File: config.mk
export PLATFORM = sky130hd
export DESIGN_NAME = spc_lane_check
export DESIGN_NICKNAME = d
export VERILOG_FILES = /design/src/rtl/spc_pkg.sv /design/src/rtl/spc_lane_check.sv
export SDC_FILE = /design/constraint.sdc
export NUM_CORES = 1
export LEC_CHECK = 0
export BUFFER_PORTS_ARGS = -buffer_cell sky130_fd_sc_hd__buf_2
export CAP_MARGIN = 20
export CORE_MARGIN = 5
export CORE_UTILIZATION = 35
export CTS_CLUSTER_DIAMETER = 50
export DETAILED_ROUTE_END_ITERATION = 8
export MAX_ROUTING_LAYER = met4
export PLACE_DENSITY = 0.67
export SYNTH_ARGS = -nofsm -noshare
export SYNTH_HDL_FRONTEND = slang
export SYNTH_SLANG_ARGS = --single-unit
File: constraint.sdc
create_clock -name clock -period 2.23 [get_ports clock]
set_input_delay 0.446 -clock clock [delete_from_list [all_inputs] [get_ports clock]]
set_output_delay 0.446 -clock clock [all_outputs]
set_load 0.1 [all_outputs]
File: src/rtl/spc_pkg.sv
// Package for the sample pattern checker: register map, field positions,
// reset values and sequence constants.
// Assumes a byte-wide register port inside the device on one clock.
package spc_pkg;

    localparam logic [8:0] SPC_ADDR_CTRL      = 9'h14b;
    localparam logic [8:0] SPC_ADDR_ERR_REAL  = 9'h14c;
    localparam logic [8:0] SPC_ADDR_ERR_IMAG  = 9'h14d;

    localparam int SPC_BIT_ENABLE       = 0;
    localparam int SPC_BIT_CNT_CLEAR    = 1;
    localparam int SPC_BIT_POLY_SEL     = 2;
    localparam int SPC_BIT_REAL_INV     = 3;
    localparam int SPC_BIT_IMAG_INV     = 4;
    localparam int SPC_BIT_REAL_MATCH   = 6;
    localparam int SPC_BIT_IMAG_MATCH   = 7;

    localparam logic       SPC_RST_ENABLE     = 1'b0;
    localparam logic       SPC_RST_CNT_CLEAR  = 1'b0;
    localparam logic       SPC_RST_POLY_SEL   = 1'b0;
    localparam logic       SPC_RST_REAL_INV   = 1'b0;
    localparam logic       SPC_RST_IMAG_INV   = 1'b1;
    localparam logic [7:0] SPC_RST_ERR_COUNT  = 8'h00;
    localparam logic [7:0] SPC_ERR_COUNT_MAX  = 8'hff;

    // Sequence lengths and the sample width
    localparam int SPC_LEN_SHORT = 7;
    localparam int SPC_LEN_LONG  = 15;
    localparam int SPC_SAMPLE_W  = 16;

endpackage : spc_pkg

File: src/rtl/spc_lane_check.sv
// One channel of the pattern checker: a self-synchronising sequence check.
// Assumes samples arrive on the same clock with a one-cycle valid strobe.
module spc_lane_check
    import spc_pkg::*;
(
    // Clock and reset
    input  wire logic                    clock,
    input  wire logic                    srst,
    // Control
    input  wire logic                    enable,
    input  wire logic                    poly_sel,
    input  wire logic                    expect_inverted,
    input  wire logic                    count_clear,
    // Sample stream
    input  wire logic                    sample_valid,
    input  wire logic [SPC_SAMPLE_W-1:0] sample,
    // Status
    output logic                         match_ff,
    output logic [7:0]                   err_count_ff
);
    // Each sample contributes its lsb as one sequence bit; the history of
    // received bits predicts the next, so no seed alignment is needed.
    logic [SPC_LEN_LONG-1:0] hist_ff;
    logic [SPC_LEN_LONG-1:0] nxt_hist;
    logic                    rx_bit;
    logic                    exp_bit;
    logic                    mismatch;
    logic [3:0]              fill_ff;
    logic                    primed;

    assign rx_bit  = sample[0] ^ expect_inverted;
    assign exp_bit = poly_sel
                   ? hist_ff[SPC_LEN_LONG-1] ^ hist_ff[SPC_LEN_LONG-2]
                   : hist_ff[SPC_LEN_SHORT-1]
                     ^ hist_ff[SPC_LEN_SHORT-2];
    assign primed   = poly_sel ? (fill_ff >= 4'(SPC_LEN_LONG))
                               : (fill_ff >= 4'(SPC_LEN_SHORT));
    assign mismatch = enable && sample_valid && primed
                   && (rx_bit != exp_bit);
    assign nxt_hist = {hist_ff[SPC_LEN_LONG-2:0], rx_bit};

    always_ff @(posedge clock) begin
        if (srst || !enable) begin
            hist_ff <= '0;
            fill_ff <= 4'h0;
        end else if (sample_valid) begin
            hist_ff <= nxt_hist;
            if (fill_ff != 4'hf) begin
                fill_ff <= fill_ff + 4'h1;
            end
        end
    end

    // Flag drops on any mismatch and recovers on the next good sample
    always_ff @(posedge clock) begin
        if (srst || !enable) begin
            match_ff <= 1'b0;
        end else if (sample_valid && primed) begin
            match_ff <= !mismatch;
        end
    end

    // Saturating count; clear holds while the clear field stays set
    always_ff @(posedge clock) begin
        if (srst || count_clear) begin
            err_count_ff <= SPC_RST_ERR_COUNT;
        end else if (mismatch && err_count_ff != SPC_ERR_COUNT_MAX) begin
            err_count_ff <= err_count_ff + 8'h01;
        end
    end

    a_count_clears: assert property (
        @(posedge clock) disable iff (srst)
        count_clear |=> err_count_ff == SPC_RST_ERR_COUNT)
        else $error("error count not cleared");
    a_mismatch_counts: assert property (
        @(posedge clock) disable iff (srst)
        mismatch && !count_clear && err_count_ff != SPC_ERR_COUNT_MAX
        |=> err_count_ff == $past(err_count_ff) + 8'h01)
        else $error("mismatch not counted");
    a_flag_drops: assert property (
        @(posedge clock) disable iff (srst)
        mismatch |=> !match_ff)
        else $error("match flag stayed high on mismatch");
    a_idle_no_count: assert property (
        @(posedge clock) disable iff (srst)
        !enable && !count_clear |=> $stable(err_count_ff))
        else $error("count moved while disabled");

endmodule : spc_lane_check

==> metrics.txt, run 1 <==
status=completed; top cell type's share of synthesized area=0.446; FF+latch count, synth=28; Synthesis Warnings=0; top-count cell post-synth=dfxtp_1; final hold viol count=0; die height=around 70 um; footprint of the multi-input gates=648 um^2; Routed Wire Length=2390 um; critical path data arrival time=2.25 ns; total congestion overflow=0; CTS root buf=clkbuf_4; Pre-antenna DRT Iters=6; critical path type=flop to flop; Peak VDD IR=0.000525 V; Static Leakage=0.547 nW; Post-synth top cells=dfxtp_1 (28), nor2_1 (23), mux2i_1 (15), nand2_1 (9), a21oi_1 (8); crit path launch type=flop; EDFF count, synth=0; Util after Layout=0.418; Avg WL per Cell=12.1 um; dpl ws=0.272 ns; number of CTS-inserted buffers=3; I/O Buffers=16; Slew @ Worst Pin=0.752 ns; minimum clock period after layout=roughly 2.0 ns; number of global-route vias before repair=slightly below 1000; hold bufs inserted after CTS=0; max incr delay on CP=0.53 ns; CTS tree=done; share of cells above drive strength 1=0.192; Req. time, crit path=between 2 and 3 ns; Slew Limit Fails=0; number of remaining DRC errors=0; clock latency on the worst-skew pair=0.33 ns; pin count of the biggest net entering global routing=21; post-CTS resize count=0; area of the die=between 0.004 and 0.005 mm^2; row cnt=21; core area=0.00342 mm^2; Power Density=622 mW/mm^2; via count=just over 1000; Main synth FF type=dfxtp_1; final setup fails=0; post-synth cell types=31; slew margin rel.=0.499; setup TNS=0 ns; biggest area consumer among synthesized cells=dfxtp_1; clock-pin slew on the worst setup and hold paths=0.14 ns; Max-Cap Viols=0; Mapped Cells=around 140; Via density=5.21; Max H-tree Level=1; Syn Nets=approximately 160; area grow syn2layout=13.5%; Tcrit/Tclk final=0.886; worst hold path class=input port to flop; Inserted Diodes=0; sequential share of the synthesized area=0.446; Iteration-0 DRC Markers=22; initial core utilization=0.368; Cell Area, Synth=0.00126 mm^2; Detail Route Antenna Nets=0; Reg area=563 um^2; synthesized area per cell=9.25 um^2; GRT Total Usage=0.110; Crit. End Element=flop; # IOs=32; CTS sink cnt=28; gpl congestion=approximately 0.80; RSZ-0062 raised after global routing=false; most area-consuming cells after synthesis=dfxtp_1 (45%), mux2i_1 (12%), nor2_1 (6.9%); Final HPWL DP=1780 um; fmax=just over 500 MHz; CP Cell Sequence=ha_1 > nand3_2 > o22ai_4 > nand3_2 > or4_1 > a21oi_1; clk_skew=between 0.002 and 0.003 ns; CTS Buffer Depth=2; Fill cells=365; Die Wd=69.9 um; Setup Fix Bufs, Post-CTS=0; Crit-path slowest cell=or4_1; Final #Nets=approximately 180; antenna violations before repair=0; Crit path top cell by count=nand3_2; asr flop ratio synth=0; first-pass GRT wire length=4310 um; crit-path max FO=12; post-route setup slack=0.255 ns
==> cell families (layout without fill, tap and decap cells) <==
family | count (synthesis) | in the layout | share of synthesized area
buffers and inverters | 10 | 25 | 0.0388
AND/OR/NAND/NOR | 54 | 54 | 0.212
adder cells (fa/ha/maj) | 2 | 2 | 0.0199
XOR/XNOR | 6 | 6 | 0.0418
AO/OA/AOI/OAI | 21 | 21 | 0.122
flip-flops | 28 | 28 | 0.446
multiplexers | 15 | 15 | 0.119
==> state kept, by name, summed over array words and instances, names as in the netlist <==
| register | cells |
|---|---|
| err_count_ff | 8 |
| fill_ff | 4 |
| hist_ff | 15 |
| match_ff | 1 |
==> critical path: cells and delay by family (launching register included) <==
family	cells	cell delay, ns
flip-flops	1	0.40
adder cells (fa/ha/maj)	1	0.24
AND/OR/NAND/NOR	3	0.90
AO/OA/AOI/OAI	2	0.38
==> layout make-up <==
class | instances | share of cell area
Clock buffer | 3 | 0.0158
Clock inverter | 1 | 0.0210
Inverter | 3 | 0.00789
Multi-Input combinational cell | 98 | 0.454
Sequential cell | 28 | 0.394
Tap cell | 46 | 0.0403
Timing Repair Buffer | 18 | 0.0666
==> metrics by stage <==
stage	instances	hold WS (ns)	area, um^2	power (mW)
after floorplan	136	0.454	1260	0.553
after global placement	193	0.462	1380	0.568
after detailed placement	193	0.482	1380	0.570
after CTS	197	0.386	1430	0.900
after global routing	197	0.398	1430	0.937
final	197	0.397	1430	0.888
==> where the power goes <==
part | total [mW] | internal (mW) | switching, mW
combinational | 0.0548 | 0.0207 | 0.0341
clock | 0.329 | 0.182 | 0.147
sequential | 0.505 | 0.503 | 0.00175
total | 0.888 | 0.705 | 0.183
==> final timing paths <==
check | start | cells after the start | slack (ns) | end
setup / recovery | fill_ff[0] | 6 | 0.25 | err_count_ff[3]
hold / removal | count_clear | 3 | 0.40 | err_count_ff[7]
setup reg to reg | fill_ff[0] | 6 | 0.25 | err_count_ff[3]
hold reg to reg | hist_ff[0] | 2 | 0.50 | hist_ff[0]
==> layout by cell type, fill, tap and decap left out, types with 3 or more instances in the layout <==
master	instances
or3_1	3
nand2_1	9
nor2_1	23
a21oi_1	8
clkbuf_4	3
mux2i_1	15
nand3_1	5
o31ai_1	5
xnor2_1	3
inv_1	3
dfxtp_1	26
or4_1	4
buf_2	16
xor2_1	3
==> routing by layer <==
metal | routed length, um | track usage | vias up
met5 | 0 | - | -
met4 | 10 | 0.0255 | 0
met3 | 165 | 0.0459 | 2
met2 | 1130 | 0.177 | 26
met1 | 1080 | 0.126 | 483
li1 | - | - | 516
(Power assumes the default switching activity.)
==> inputs of run 2 (changes only) <==
--- a/config.mk
+++ b/config.mk
@@ -7,12 +7,14 @@
 export LEC_CHECK = 0
 export BUFFER_PORTS_ARGS = -buffer_cell sky130_fd_sc_hd__buf_2
 export CAP_MARGIN = 20
+export CELL_PAD_IN_SITES_DETAIL_PLACEMENT = 0
+export CELL_PAD_IN_SITES_GLOBAL_PLACEMENT = 1
 export CORE_MARGIN = 5
 export CORE_UTILIZATION = 35
 export CTS_CLUSTER_DIAMETER = 50
 export DETAILED_ROUTE_END_ITERATION = 8
 export MAX_ROUTING_LAYER = met4
-export PLACE_DENSITY = 0.67
+export PLACE_DENSITY = 0.82
 export SYNTH_ARGS = -nofsm -noshare
 export SYNTH_HDL_FRONTEND = slang
 export SYNTH_SLANG_ARGS = --single-unit
==> run 2 against run 1 <==
Effect of this change: sequential power about the same; global-route usage decreased by 0.075 points; hold slack improved by 0.0074 ns; via count unchanged; non-clock buffer count unchanged; clock skew increased by 0.0019 ns; first-iteration DRC count increased by 140%; cell area unchanged; critical endpoint unchanged; largest cell class unchanged.
==> metrics.txt, run 2 (synthesized netlist as in run 1, its figures left out) <==
Hold WS=0.405 ns (was 0.397 ns); Largest regs=hist_ff x15, err_count_ff x8, fill_ff x4 (unchanged); Tcrit/Tclk final=0.885 (was 0.886); critical path type=flop to flop (unchanged); CTS Buffer Depth=2 (unchanged); slew margin rel.=0.511 (was 0.499); Req. time, crit path=2.50 ns (about the same); antenna violations before repair=0 (unchanged); dpl ws=0.0842 ns (was 0.272 ns); Slew @ Worst Pin=0.734 ns (was 0.752 ns); Pre-antenna DRT Iters=4 (was 6); via count=1027 (unchanged); Crit. End Element=flop (unchanged); Slew Limit Fails=0 (unchanged); core area=0.00342 mm^2 (unchanged); total congestion overflow=0 (unchanged); crit-path max FO=12 (unchanged); Biggest register=hist_ff (unchanged); worst hold path class=input port to flop (unchanged); clock latency on the worst-skew pair=0.32 ns (was 0.33 ns); gpl congestion=0.830 (was 0.801); Detail Route Antenna Nets=0 (unchanged); fmax=506 MHz (about the same); commonest cells after routing, fill and taps aside=dfxtp_1 (26), nor2_1 (23), buf_2 (16) (unchanged); post-route setup slack=0.256 ns (was 0.255 ns); clock-pin slew on the worst setup and hold paths=0.15 ns (was 0.14 ns); pin count of the biggest net entering global routing=21 (unchanged); Via density=5.21 (unchanged); area of the die=0.00489 mm^2 (unchanged); final setup fails=0 (unchanged); die height=69.9 um (unchanged); area grow syn2layout=13.5% (unchanged); first-pass GRT wire length=4270 um (was 4310 um); Final #Nets=177 (unchanged); Setup Fix Bufs, Post-CTS=0 (unchanged); Design Power=0.887 mW (was 0.888 mW); status=completed (unchanged); Avg WL per Cell=12.4 um (was 12.1 um); DP Area=0.00137 mm^2 (was 0.00138 mm^2); Die Wd=69.9 um (unchanged); RSZ-0062 raised after global routing=false (unchanged); initial core utilization=0.368 (unchanged); minimum clock period after layout=1.97 ns (was 1.98 ns); Final HPWL DP=1800 um (was 1780 um); final instance area=0.00143 mm^2 (unchanged); final hold viol count=0 (unchanged); Peak VDD IR=0.000368 V (was 0.000525 V); Iteration-0 DRC Markers=52 (was 22); number of remaining DRC errors=0 (unchanged); Power Density=621 mW/mm^2 (was 622 mW/mm^2); hold bufs inserted after CTS=0 (unchanged); CTS sink cnt=28 (unchanged); share of cells above drive strength 1=0.192 (unchanged); row cnt=21 (unchanged); # IOs=32 (unchanged); Max H-tree Level=1 (unchanged); number of CTS-inserted buffers=3 (unchanged); CTS tree=done (unchanged); GRT Total Usage=0.109 (was 0.110); Max-Cap Viols=0 (unchanged); max reg flops=15 (unchanged); number of global-route vias before repair=1002 (was 981); I/O Buffers=16 (unchanged); CTS root buf=clkbuf_4 (unchanged); clk_skew=0.00473 ns (was 0.00282 ns); critical path data arrival time=2.25 ns (about the same); crit path launch type=flop (unchanged); most common cell after layout, fill and taps aside=dfxtp_1 (unchanged); post-CTS resize count=0 (unchanged); setup TNS=0 ns (unchanged); Inserted Diodes=0 (unchanged); Routed Wire Length=2450 um (was 2390 um); Static Leakage=0.547 nW (unchanged)
[run 2: cell counts in the layout (fill, tap and decap cells not counted)]
Identical to the previous run, type by type.
[run 2: area by class of cell]
type | count | area [um^2]
fillers | 365 | 1990
multi-input cells | 98 | 648
flip-flops and latches | 28 | 563
repair buffers | 18 | 95.1
well taps | 46 | 57.6
clock inverters | 1 | 30.0
clock buffers | 3 | 22.5
inverters | 3 | 11.3
[run 2: metrics by stage]
| stage | utilization | std cells |
|---|---|---|
| after detailed placement | 0.400 | 192 |
| after floorplan | - | 136 |
| after global routing | 0.418 | 197 |
| after global placement | 0.400 | 192 |
| after CTS | 0.416 | 196 |
| final | 0.418 | 197 |
[run 2: power by group]
group	total, mW	switching, mW	leakage, nW	internal [mW]
clock	0.327	0.146	0.0279	0.182
sequential	0.505	0.00184	0.227	0.503
combinational	0.0549	0.0344	0.293	0.0205
total	0.887	0.182	0.547	0.705
[run 2: path summary, 6_finish.rpt]
path / from / end / slack [ns] / cells after the start
worst max register to register: fill_ff[0] / err_count_ff[3] / 0.26 / 6
worst min-delay path: count_clear / err_count_ff[7] / 0.40 / 3
worst min register to register: hist_ff[3] / hist_ff[4] / 0.51 / 2
worst max-delay path: fill_ff[0] / err_count_ff[3] / 0.26 / 6
[run 2: per-layer routing]
| metal | global-route usage | up-vias | wire [um] |
|---|---|---|---|
| li1 | - | 513 | - |
| met1 | 0.112 | 488 | 1090 |
| met2 | 0.191 | 22 | 1190 |
| met3 | 0.0416 | 4 | 133 |
| met4 | 0.0340 | 0 | 33 |
| met5 | - | - | 0 |
[run 2: critical path: stages (launching register included)]
cell	delay, ns
dfxtp_1	0.40
ha_1	0.25
nand3_2	0.14
o22ai_4	0.22
nand3_2	0.23
or4_1	0.52
a21oi_1	0.16
==> inputs of run 3 (changes only) <==
--- a/config.mk
+++ b/config.mk
@@ -5,6 +5,7 @@
 export SDC_FILE = /design/constraint.sdc
 export NUM_CORES = 1
 export LEC_CHECK = 0
+export ABC_AREA = 1
 export BUFFER_PORTS_ARGS = -buffer_cell sky130_fd_sc_hd__buf_2
 export CAP_MARGIN = 20
 export CELL_PAD_IN_SITES_DETAIL_PLACEMENT = 0
@@ -14,7 +15,7 @@
 export CTS_CLUSTER_DIAMETER = 50
 export DETAILED_ROUTE_END_ITERATION = 8
 export MAX_ROUTING_LAYER = met4
-export PLACE_DENSITY = 0.82
+export PLACE_DENSITY = 0.85
 export SYNTH_ARGS = -nofsm -noshare
 export SYNTH_HDL_FRONTEND = slang
 export SYNTH_SLANG_ARGS = --single-unit
==> run 3 against run 2 <==
Effect of this change: clock power grew 24%; non-clock buffer count fell by 1; cell area increased by 12%; clock skew rose by 0.0037 ns; die area up 11%; synthesized area increased by 13%; hold slack improved by 0.057 ns; combinational power up 66%; synthesized cell count up 54%; worst setup slack better by 0.34 ns; largest cell class unchanged; highest routed layer unchanged.
==> metrics.txt, run 3 <==
Crit-path slowest cell=buf_2 (was or4_1); CTS sink cnt=28 (unchanged); top-count cell post-synth=nand2_1 (was dfxtp_1); area of the die=0.00542 mm^2 (was 0.00489 mm^2); Worst path top cell family by delay=buffers and inverters (was simple AND/OR/NAND/NOR gates); clock-pin slew on the worst setup and hold paths=0.09 ns (was 0.15 ns); initial core utilization=0.357 (was 0.368); Final #Nets=250 (was 177); number of remaining DRC errors=0 (unchanged); row cnt=23 (was 21); max incr delay on CP=0.47 ns (was 0.52 ns); Power Density=631 mW/mm^2 (was 621 mW/mm^2); Design Power=1.01 mW (was 0.887 mW); minimum clock period after layout=1.63 ns (was 1.97 ns); area grow syn2layout=12.5% (was 13.5%); post-route setup slack=0.600 ns (was 0.256 ns); total congestion overflow=0 (unchanged); Mapped Cells=209 (was 136); synthesized area per cell=6.78 um^2 (was 9.25 um^2); Reg-to-Reg Start=fill_ff[0] (unchanged); worst hold path class=flop to flop (was input port to flop); critical path type=flop to primary output (was flop to flop); Die Wd=73.6 um (was 69.9 um); Main synth FF type=dfxtp_1 (unchanged); post-CTS resize count=0 (unchanged); most area-consuming cells after synthesis=dfxtp_1 (40%), nand2_1 (15%), inv_1 (8.7%) (was dfxtp_1 (45%), mux2i_1 (12%), nor2_1 (6.9%)); Final HPWL DP=1950 um (was 1800 um); Reg area=561 um^2 (was 563 um^2); Fill cells=420 (was 365); commonest cells after routing, fill and taps aside=nand2_1 (55), inv_1 (33), dfxtp_1 (28) (was dfxtp_1 (26), nor2_1 (23), buf_2 (16)); clock network power share=0.401 (was 0.369); top cell type's share of synthesized area=0.395 (was 0.446); RSZ-0062 raised after global routing=false (unchanged); GRT Total Usage=0.118 (was 0.109); status=completed (unchanged); footprint of the multi-input gates=686 um^2 (was 648 um^2); Non-Filler Instances=274 (was 197); final hold viol count=0 (unchanged); critical path data arrival time=1.18 ns (was 2.25 ns); Biggest register=hist_ff (unchanged); Static Leakage=0.702 nW (was 0.547 nW); setup TNS=0 ns (unchanged); Syn Nets=234 (was 161); EDFF count, synth=0 (unchanged); Largest regs=hist_ff x15, err_count_ff x8, fill_ff x4 (unchanged); gpl congestion=0.755 (was 0.830); final setup fails=0 (unchanged); antenna violations before repair=0 (unchanged); Max-Cap Viols=0 (unchanged); Pre-antenna DRT Iters=4 (unchanged); dpl ws=0.674 ns (was 0.0842 ns); Int Power=0.775 mW (was 0.705 mW); Tcrit/Tclk final=0.731 (was 0.885); I/O Buffers=16 (unchanged); Req. time, crit path=1.78 ns (was 2.50 ns); via count=1246 (was 1027); Critical R2R Capture=err_count_ff[0] (was err_count_ff[3]); combinational share of power=0.090 (was 0.062); cells on worst reg2reg path=9 (was 6); Routed Wire Length=2750 um (was 2450 um); Via density=4.55 (was 5.21); switching part of the total=0.230 (was 0.205); CTS root buf=clkbuf_8 (was clkbuf_4); CTS tree=done (unchanged); Detail Route Antenna Nets=0 (unchanged); Setup Fix Bufs, Post-CTS=0 (unchanged); Post-synth top cells=nand2_1 (55), inv_1 (33), dfxtp_1 (28), nor2_1 (23), a21oi_1 (17) (was dfxtp_1 (28), nor2_1 (23), mux2i_1 (15), nand2_1 (9), a21oi_1 (8)); Min-Delay Startpoint=hist_ff[4] (was count_clear); Synthesis Warnings=0 (unchanged); # IOs=32 (unchanged); crit path launch type=flop (unchanged); CTS Buffer Depth=2 (unchanged); fmax=614 MHz (was 506 MHz); Inserted Diodes=0 (unchanged); dpl cells=270 (was 192); post-synth cell types=26 (was 31); Avg WL per Cell=10.1 um (was 12.4 um); first-pass GRT wire length=5020 um (was 4270 um); clock latency on the worst-skew pair=0.28 ns (was 0.32 ns); sequential share of the synthesized area=0.395 (was 0.446); share of cells above drive strength 1=0.129 (was 0.192); FF+latch count, synth=28 (unchanged); Peak VDD IR=0.000489 V (was 0.000368 V); biggest area consumer among synthesized cells=dfxtp_1 (unchanged); die height=73.6 um (was 69.9 um); Cell Area, Synth=0.00142 mm^2 (was 0.00126 mm^2); worst hold path endpoint=hist_ff[4] (was err_count_ff[7]); hold bufs inserted after CTS=0 (unchanged); number of global-route vias before repair=1110 (was 1002); crit-path max FO=6 (was 12); reg-to-reg slack, setup=0.70 ns (was 0.26 ns); pin count of the biggest net entering global routing=20 (was 21); slew margin rel.=0.641 (was 0.511); Critical Path Stages=1 (was 6); Crit. End Element=primary output (was flop); asr flop ratio synth=0 (unchanged); most common cell after layout, fill and taps aside=nand2_1 (was dfxtp_1); number of CTS-inserted buffers=3 (unchanged); Worst Hold Depth=2 (was 3); Slew @ Worst Pin=0.536 ns (was 0.734 ns); Slew Limit Fails=0 (unchanged); NetSw=0.232 mW (was 0.182 mW); Max H-tree Level=1 (unchanged); core area=0.00397 mm^2 (was 0.00342 mm^2); CP Cell Sequence=buf_2 (was ha_1 > nand3_2 > o22ai_4 > nand3_2 > or4_1 > a21oi_1); max reg flops=15 (unchanged); Iteration-0 DRC Markers=42 (was 52); power share of the sequential group=0.509 (was 0.569); buffers plus inverters on the worst setup path=1 (was 0); clk_skew=0.00842 ns (was 0.00473 ns)
run 3: cell count changes after synthesis, moves of 7 or more:
cell / before / now
nand2_1: 9 / 55
inv_1: 3 / 33
mux2i_1: 15 / 0
nand3_1: 5 / 13
a21oi_1: 8 / 17
o21ai_0: 1 / 9
nand4_1: 1 / 8
run 3: power groups by stage:
| stage | clock [mW] | sequential (mW) | combinational (mW) |
|---|---|---|---|
| final | 0.404 | 0.512 | 0.0910 |
| after global routing | 0.436 | 0.513 | 0.105 |
| after CTS | 0.423 | 0.512 | 0.0923 |
| after detailed placement | 0 | 0.524 | 0.0922 |
| after global placement | 0 | 0.524 | 0.0916 |
| after floorplan | 0 | 0.530 | 0.0683 |
run 3: final cells by class:
class                           count  share of cell area
Multi-Input combinational cell    141               0.430
Sequential cell                    28               0.351
Inverter                           34              0.0800
Timing Repair Buffer               17              0.0549
Tap cell                           50              0.0392
Clock buffer                        3              0.0259
Clock inverter                      1              0.0188
run 3: routing by layer:
layer	vias up	part of all wire	global-route usage
met4	0	0.0098	0.0302
met1	541	0.50	0.151
met5	-	0	-
met3	4	0.044	0.0328
met2	16	0.45	0.185
li1	685	-	-
run 3: cell families after synthesis:
group	synth area share
buffers and inverters	0.121
AO/OA/AOI/OAI	0.108
XOR/XNOR	0.0124
flip-flops	0.395
adder cells (fa/ha/maj)	0.0176
AND/OR/NAND/NOR	0.346
run 3: worst max path at each step:
stage,from,endpoint,slack [ns]
2_1_floorplan,err_count_ff[0],err_count_ff[3],0.18
3_3_place_gp,srst,hist_ff[0],0.70
3_5_place_dp,srst,hist_ff[0],0.67
4_1_cts,err_count_ff[5],err_count_ff[5],0.58
5_1_grt,fill_ff[0],err_count_ff[0],0.48
6_report,err_count_ff[5],err_count_ff[5],0.60
run 3: through the flow:
stage | hold slack [ns] | area, um^2 | utilization
finish | 0.462 | 1600 | 0.402
global route | 0.482 | 1600 | 0.402
floorplan | 0.436 | 1420 | -
global placement | 0.447 | 1520 | 0.384
CTS | 0.467 | 1600 | 0.402
detailed placement | 0.452 | 1520 | 0.384
